`config.mk`:
```
export PLATFORM = sky130hd
export DESIGN_NAME = magnetic_threshold_detector
export DESIGN_NICKNAME = d
export VERILOG_FILES = /design/src/core/magthr_pkg.sv /design/src/core/axis_compare.sv /design/src/core/magnetic_threshold_detector.sv
export VERILOG_INCLUDE_DIRS = /design/src /design/src/core
export SDC_FILE = /design/constraint.sdc
export NUM_CORES = 1
export LEC_CHECK = 0
export BUFFER_PORTS_ARGS = -buffer_cell sky130_fd_sc_hd__buf_4
export CAP_MARGIN = 20
export CORE_UTILIZATION = 58
export CTS_BUF_LIST = sky130_fd_sc_hd__clkbuf_4
export CTS_CLUSTER_SIZE = 10
export DETAILED_ROUTE_END_ITERATION = 8
export PLACE_DENSITY_LB_ADDON = 0.08
export SETUP_SLACK_MARGIN = 0.15
export SYNTH_ARGS = -nofsm -noshare
export SYNTH_HDL_FRONTEND = slang
export SYNTH_SLANG_ARGS = --single-unit
```
`constraint.sdc`:
```
create_clock -name I_CLK -period 9 [get_ports I_CLK]
set_input_delay 2.25 -clock I_CLK [delete_from_list [all_inputs] [get_ports I_CLK]]
set_output_delay 2.25 -clock I_CLK [all_outputs]
set_load 0.05 [all_outputs]
```
`src/core/magthr_defs.svh`:
```
// Register map, field positions, reset values and widths of the detector
`ifndef MAGTHR_DEFS_SVH
`define MAGTHR_DEFS_SVH

`define ADDR_CFG        8'h52
`define ADDR_SRC        8'h53
`define CFG_RESET       8'h00
`define CFG_LATCH_BIT   7
`define CFG_LOGIC_BIT   6
`define CFG_ZEN_BIT     5
`define CFG_YEN_BIT     4
`define CFG_XEN_BIT     3
`define CFG_WAKE_BIT    2
`define CFG_INTEN_BIT   1
`define CFG_PINSEL_BIT  0
`define SRC_ACTIVE_BIT  7
`define THS_WIDTH       15
`define SAMPLE_WIDTH    16
`define DBCNT_WIDTH     8

`endif

```
`src/core/magthr_pkg.sv`:
```
// Types shared by the magnetic threshold detector files
package magthr_pkg;
   typedef logic [7:0] reg8_t;
   typedef enum logic {
      COMBINE_AND_BELOW,
      COMBINE_OR_ABOVE
   } combine_t;
   typedef enum logic {
      DEBOUNCE_DECREMENT,
      DEBOUNCE_CLEAR
   } dbmode_t;
endpackage : magthr_pkg

```
`src/core/axis_compare.sv`:
```
// One axis: magnitude of a signed raw sample against its unsigned threshold
`timescale 1ns/100ps
module axis_compare #(
   parameter int SW = 16,
   parameter int TW = 15
) (
   input  wire logic          i_en,
   input  wire logic [SW-1:0] i_sample,
   input  wire logic [TW-1:0] i_ths,
   output logic               o_below,
   output logic               o_above,
   output logic               o_neg
);
   logic [SW-1:0] mag;
   logic [SW-1:0] ths_ext;

   // Absolute value; full-scale negative still fits since SW > TW
   always_comb begin
      mag     = i_sample[SW-1] ? SW'(~i_sample + 1'b1) : i_sample;
      ths_ext = SW'(i_ths);
      o_below = i_en && (mag <= ths_ext);
      o_above = i_en && (mag >= ths_ext);
      o_neg   = i_en && i_sample[SW-1];
   end
endmodule : axis_compare

```
`src/core/magnetic_threshold_detector.sv`:
```
// Magnetic threshold event detector with config and source registers
// Operation
// RQ1 - Select 0: all enabled axes at/below threshold
// RQ2 - Select 1: any enabled axis at/above threshold
// RQ3 - Flag only after debounce count reached
// RQ4 - Latch off: flag follows live detection
// RQ5 - Latch on: flag held until source read
// RQ6 - Axis enables Z,Y,X at bits 5,4,3
// RQ7 - Wake bit 2 routes flag to wake
// RQ8 - Interrupt enable bit 1 gates output
// RQ9 - Pin select 0 second pin, 1 first
// RQ10 - Unsigned 15-bit threshold per axis
// RQ11 - Compare raw samples before offset correction
// RQ12 - Config register resets to all zero
// RQ13 - Mode 1: counter cleared when false
// RQ14 - Mode 0: counter decremented when false
// RQ15 - Source bit 7 shows event active
// RQ16 - Per-axis event and sign, zero if disabled
// RQ17 - Counter steps once per output sample
// RQ18 - Compare magnitude, record sample sign
`timescale 1ns/100ps
`include "magthr_defs.svh"
module magnetic_threshold_detector #(
   parameter int SW = `SAMPLE_WIDTH,
   parameter int TW = `THS_WIDTH,
   parameter int CW = `DBCNT_WIDTH
) (
   input  wire logic                   I_CLK,
   input  wire logic                   I_RST_N,
   input  wire logic                   I_CE,
   input  wire logic [7:0]             I_REG_ADDR,
   input  wire logic                   I_REG_WR,
   input  wire logic                   I_REG_RD,
   input  wire magthr_pkg::reg8_t      I_REG_WDATA,
   output magthr_pkg::reg8_t           O_REG_RDATA,
   input  wire logic                   I_SAMPLE_VALID,
   input  wire logic [SW-1:0]          I_RAW_X,
   input  wire logic [SW-1:0]          I_RAW_Y,
   input  wire logic [SW-1:0]          I_RAW_Z,
   input  wire logic [TW-1:0]          I_THS_X,
   input  wire logic [TW-1:0]          I_THS_Y,
   input  wire logic [TW-1:0]          I_THS_Z,
   input  wire logic [CW-1:0]          I_DEBOUNCE_COUNT_SETTING,
   input  wire magthr_pkg::dbmode_t    I_DEBOUNCE_MODE,
   input  wire logic                   I_FIRST_INT_OTHER,
   input  wire logic                   I_SECOND_INT_OTHER,
   output logic                        O_EVENT_FLAG,
   output logic                        O_WAKE_SOURCE,
   output logic                        O_FIRST_INTERRUPT_PIN,
   output logic                        O_SECOND_INTERRUPT_PIN
);
   import magthr_pkg::*;

   reg8_t          cfg_q;
   reg8_t          rdata_q;
   logic [CW-1:0]  cnt_q;
   logic [CW-1:0]  cnt_d;
   logic           flag_q;
   logic [2:0]     axevt_q;
   logic [2:0]     axneg_q;
   logic [2:0]     en;
   logic [2:0]     below;
   logic [2:0]     above;
   logic [2:0]     neg;
   logic [2:0]     axhit;
   logic           cond;
   logic           hit;
   logic           src_rd;
   logic           th_int;
   combine_t       logic_sel;
   reg8_t          src_val;

   assign en = {cfg_q[`CFG_ZEN_BIT], cfg_q[`CFG_YEN_BIT],
                cfg_q[`CFG_XEN_BIT]};                          // RQ6
   assign logic_sel = combine_t'(cfg_q[`CFG_LOGIC_BIT]);
   assign src_rd = I_CE && I_REG_RD && (I_REG_ADDR == `ADDR_SRC);

   // Raw samples go straight in; the offset path is elsewhere  RQ11
   axis_compare #(.SW(SW), .TW(TW)) u_cmp_x (
      .i_en(en[0]), .i_sample(I_RAW_X), .i_ths(I_THS_X),      // RQ10
      .o_below(below[0]), .o_above(above[0]), .o_neg(neg[0]));
   axis_compare #(.SW(SW), .TW(TW)) u_cmp_y (
      .i_en(en[1]), .i_sample(I_RAW_Y), .i_ths(I_THS_Y),
      .o_below(below[1]), .o_above(above[1]), .o_neg(neg[1]));
   axis_compare #(.SW(SW), .TW(TW)) u_cmp_z (
      .i_en(en[2]), .i_sample(I_RAW_Z), .i_ths(I_THS_Z),
      .o_below(below[2]), .o_above(above[2]), .o_neg(neg[2]));

   // Combine axes; with no axis enabled nothing is ever detected
   always_comb begin
      case (logic_sel)
         COMBINE_AND_BELOW: begin
            axhit = below;
            cond  = (en != 3'h0) && ((below | ~en) == 3'h7);   // RQ1
         end
         COMBINE_OR_ABOVE: begin
            axhit = above;
            cond  = |above;                                    // RQ2
         end
         default: begin
            axhit = 3'h0;
            cond  = 1'b0;
         end
      endcase
   end

   // Debounce counter saturates at the programmed count
   always_comb begin
      if (cond) begin
         cnt_d = (cnt_q >= I_DEBOUNCE_COUNT_SETTING) ?
                 I_DEBOUNCE_COUNT_SETTING : CW'(cnt_q + 1'b1);  // RQ17
      end else if (I_DEBOUNCE_MODE == DEBOUNCE_CLEAR) begin
         cnt_d = '0;                                           // RQ13
      end else begin
         cnt_d = (cnt_q == '0) ? '0 : CW'(cnt_q - 1'b1);       // RQ14
      end
      hit = cond && (cnt_d >= I_DEBOUNCE_COUNT_SETTING);       // RQ3
   end

   // Counter steps only on a delivered output sample
   always_ff @(posedge I_CLK or negedge I_RST_N) begin
      if (!I_RST_N) begin
         cnt_q <= '0;
      end else if (I_CE && I_SAMPLE_VALID) begin
         cnt_q <= cnt_d;                                       // RQ17
      end
   end

   // Configuration register
   always_ff @(posedge I_CLK or negedge I_RST_N) begin
      if (!I_RST_N) begin
         cfg_q <= `CFG_RESET;                                  // RQ12
      end else if (I_CE && I_REG_WR && I_REG_ADDR == `ADDR_CFG) begin
         cfg_q <= I_REG_WDATA;
      end
   end

   // Event flag and per-axis capture; a new hit beats a clearing read
   always_ff @(posedge I_CLK or negedge I_RST_N) begin
      if (!I_RST_N) begin
         flag_q  <= 1'b0;
         axevt_q <= 3'h0;
         axneg_q <= 3'h0;
      end else if (I_CE) begin
         if (!cfg_q[`CFG_LATCH_BIT]) begin
            if (I_SAMPLE_VALID) begin
               flag_q  <= hit;                                 // RQ4
               axevt_q <= hit ? axhit : 3'h0;
               axneg_q <= hit ? (neg & axhit) : 3'h0;          // RQ18
            end
         end else if (I_SAMPLE_VALID && hit) begin
            flag_q  <= 1'b1;                                   // RQ5
            axevt_q <= (src_rd ? 3'h0 : axevt_q) | axhit;
            axneg_q <= (src_rd ? 3'h0 : axneg_q) | (neg & axhit);
         end else if (src_rd) begin
            flag_q  <= 1'b0;                                   // RQ5
            axevt_q <= 3'h0;
            axneg_q <= 3'h0;
         end
      end
   end

   // Source view; disabled axes are masked at read time
   always_comb begin
      src_val = 8'h00;
      src_val[`SRC_ACTIVE_BIT] = flag_q;                       // RQ15
      for (int i = 0; i < 3; i++) begin
         src_val[2*i+1] = axevt_q[i] & en[i];                  // RQ16
         src_val[2*i]   = axneg_q[i] & en[i];                  // RQ16
      end
   end

   // Read data registered; unmapped addresses read zero
   always_ff @(posedge I_CLK or negedge I_RST_N) begin
      if (!I_RST_N) begin
         rdata_q <= 8'h00;
      end else if (I_CE && I_REG_RD) begin
         case (I_REG_ADDR)
            `ADDR_CFG: rdata_q <= cfg_q;
            `ADDR_SRC: rdata_q <= src_val;
            default:   rdata_q <= 8'h00;
         endcase
      end
   end

   // Interrupt routing and wake participation
   assign th_int = flag_q && cfg_q[`CFG_INTEN_BIT];            // RQ8
   assign O_FIRST_INTERRUPT_PIN = I_FIRST_INT_OTHER ||
          (th_int && cfg_q[`CFG_PINSEL_BIT]);                  // RQ9
   assign O_SECOND_INTERRUPT_PIN = I_SECOND_INT_OTHER ||
          (th_int && !cfg_q[`CFG_PINSEL_BIT]);                 // RQ9
   assign O_WAKE_SOURCE = flag_q && cfg_q[`CFG_WAKE_BIT];      // RQ7
   assign O_EVENT_FLAG  = flag_q;
   assign O_REG_RDATA   = rdata_q;
endmodule : magnetic_threshold_detector

```
==> results.py <==
metrics = {
    "routing": {
        "drc_errors": 0,
        "drt-total-wl_mm": 10.7,
        "drtIter0Drc": 218,
        "vias_per_cell": 5.68,
        "wl_per_cell_um": 14.0,
        "vias": 4356,
        "ant_nets": 0,
        "drt-pass1-iter-count": 5,
    },
    "synth": {
        "yosys-top-cells-area": "ha_1, dfrtp_1, xnor2_1, inv_1, o21ai_0",
        "synth-compound-area-share": 0.219,
        "yosysTopAreaCell": "ha_1",
        "synth_seq_cells": 31,
        "synth_xor_area_frac": 0.105,
        "yosysWarnings": 0,
        "synth_top_family_by_area": "compound AO/OA/AOI/OAI gates",
        "synth_cells": 536,
        "synth.distinct_cells": 58,
        "synth_flop_cell": "dfrtp_1",
        "syn_area_per_cell_um2": 8.11,
        "synth-simple-area-share": 0.194,
        "syn_nets": 729,
        "ys_seq_area_frac": 0.178,
        "yosys.area.top_type_share": 0.193,
        "syn-cell-area_um2": 4350,
        "synth-async-reset-ratio": 1.00,
        "synthAdderAreaFrac": 0.193,
        "synth_mux_area_frac": 0.0446,
        "synth_edf_count": 0,
    },
    "clocking": {
        "cts.htree.levels": 2,
        "hold_buffers": 0,
        "root_buffer": "clkbuf_4",
        "clock_latency_ns": 0.34,
        "cts_buffers": 5,
        "cts.sinks": 31,
        "clk_pin_slew_ns": 0.09,
        "post_cts_buffers": 0,
        "clockBufferDepth": 2,
        "cts_tree": "yes",
        "post_cts_resized": 0,
    },
    "worst_setup_path": {
        "reg2regPathDepth": 21,
        "setup.worst_path.start_class": "input port",
        "path_max_fanout": 18,
        "critPathArrivalTime_ns": 8.10,
        "worstSetupPathType": "in2reg",
        "rrSetupSlack_ns": 4.43,
        "required_ns": 9.28,
        "rr_startpoint": "cnt_q[0]",
        "cp-end-kind": "flip-flop",
        "r2r-end": "axevt_q[1]",
    },
    "timing": {
        "finalCritPeriodShare": 0.869,
        "final_hold_viol_count": 0,
        "fin_tns_setup_ns": 0,
        "skew_ns": 0.00604,
        "rsz0062_at_grt": "no",
        "setup_slack_ns": 1.18,
        "hold_ws_ns": 0.488,
        "layout_min_cycle_time_ns": 7.82,
        "setup_viol": 0,
        "drv_slew": 0,
        "maxSlewHeadroom": 0.428,
        "max_freq_mhz": 128,
        "worst_slew_pin_slew_ns": 0.854,
    },
    "pwr": {
        "power.leakage_nw": 2.75,
        "total_power_mw": 0.702,
        "p_per_area_nw_per_um2": 128,
        "irDropWorstVdd_uv": 59.9,
    },
    "floorplanning": {
        "ios": 138,
        "die_h_um": 88.6,
        "dieWidth_um": 88.6,
        "initial_core_util": 0.599,
        "rows": 31,
        "die_area_um2": 7840,
        "core_um2": 7250,
    },
    "final_layout": {
        "nNetsFinal": 860,
        "stdcell_area_um2": 5500,
        "antenna_cells": 0,
        "stdcell_count": 767,
        "postLayoutCoreUtil": 0.758,
        "syn_to_final_growth_pct": 26.4,
        "drive_above_1_share": 0.254,
    },
    "global_route": {
        "grt_pass1_vias": 4192,
        "antenna_found_initial": 0,
        "grt_max_degree": 32,
        "gr-total-overflow": 0,
        "grt_use_total": 0.279,
        "grt_pass1_wl_mm": 17.4,
    },
    "placement": {
        "placed_cell_area_um2": 5440,
        "pre_cts_ws_ns": 0.851,
        "port_buffers": 137,
        "dp.cells": 759,
        "gp_congestion": 0.853,
        "dp_hpwl_mm": 8.91,
    },
    "run": {
        "drv_cap": 0,
    },
    "hold_path": {
        "hold_class": "reg2reg",
        "whs_endpoint": "O_REG_RDATA[2]",
        "worstHoldStart": "O_REG_RDATA[2]",
        "holdPathStages": 2,
    },
    "run_status": {
        "status": "complete, no violations",
    },
}
-- worst max-delay path by stage --
stage / from / to / cells past startpoint
CTS: I_RAW_X[3] / axevt_q[1] / 24
global placement: I_RAW_X[3] / axevt_q[1] / 24
global route: I_RAW_X[3] / axevt_q[1] / 24
detailed placement: I_RAW_X[3] / axevt_q[1] / 24
floorplan: I_RAW_X[3] / axneg_q[0] / 24
finish: I_RAW_X[3] / axevt_q[1] / 24
-- critical path, cell delays in order --
cell      delay [ns]
buf_4           0.12
or3_1           0.41
or3_1           0.35
o41ai_1         0.51
nand2_1         0.13
xor2_1          0.18
ha_1            0.30
nand3_1         0.08
or3_2           0.51
or3_1           0.44
a41oi_2         0.28
o221ai_4        0.30
a21oi_1         0.21
a31oi_1         0.06
ha_1            0.30
nand2b_1        0.09
a21oi_1         0.06
nor2b_1         0.09
o21ai_0         0.08
a21oi_1         0.18
nor4_1          0.06
or4_1           0.55
nor2_1          0.32
a32o_1          0.22
-- per-layer routing --
layer	routed length, µm	up-vias	GRT usage
met1	4440	2024	0.319
met4	142	0	0.0909
li1	-	2200	-
met3	426	14	0.0457
met2	5700	118	0.524
met5	0	-	0
-- final cells by class --
cell class | instances | area (µm²)
inverter | 62 | 233
sequential | 31 | 776
fill | 574 | 1760
clock inverter | 2 | 7.51
clock buffer | 6 | 45.0
multi-input combinational | 430 | 3280
tap | 99 | 124
timing repair buffer | 137 | 1030
-- cell usage after synthesis, types with 5 or more instances --
library cell	instances
nand3_1	11
dfrtp_1	31
ha_1	67
a21o_1	9
mux2i_1	7
nor2b_1	5
nor4_1	6
o21ai_0	35
nor3_1	6
nor2_1	18
o31ai_1	17
clkbuf_1	11
nand4_1	5
or3_1	15
mux2_2	11
nand2_1	46
a21oi_1	27
nand2b_1	13
o211ai_1	8
xnor2_1	49
and3_1	9
inv_1	62
o41ai_1	6
or4_1	5
-- power by group --
part           leakage [nW]  total [mW]  switching [mW]  internal [mW]
clock network        0.0307      0.0818          0.0499         0.0319
logic                  2.30       0.418           0.211          0.207
registers             0.415       0.202          0.0458          0.156
total                  2.75       0.702           0.306          0.395
-- cells by family (layout without fill, tap and decap cells) --
logic type / Yosys count / after routing
fa+ha+maj: 67 / 67
xor+xnor: 52 / 52
flops: 31 / 31
buf+inv: 75 / 207
simple gates: 155 / 155
compound gates: 138 / 138
mux: 18 / 18
-- sequential cells by signal, summed over array words and instances (netlist names) --
register,flops
O_REG_RDATA,8
cfg_q,8
cnt_q,8
axevt_q,3
axneg_q,3
O_EVENT_FLAG,1
-- cell usage in the layout (no fill, tap or decap), drive strengths merged, types with 7 or more instances in the layout --
cell type / n
o31ai: 18
o21ai: 36
a21oi: 27
nand3: 11
mux2: 11
nor2: 18
ha: 67
inv: 62
and3: 9
dfrtp: 31
a21o: 9
xnor2: 49
o211ai: 9
nand2b: 13
nand2: 47
buf: 137
or3: 16
mux2i: 7
Note: power is estimated with default switching activity, not from simulation.
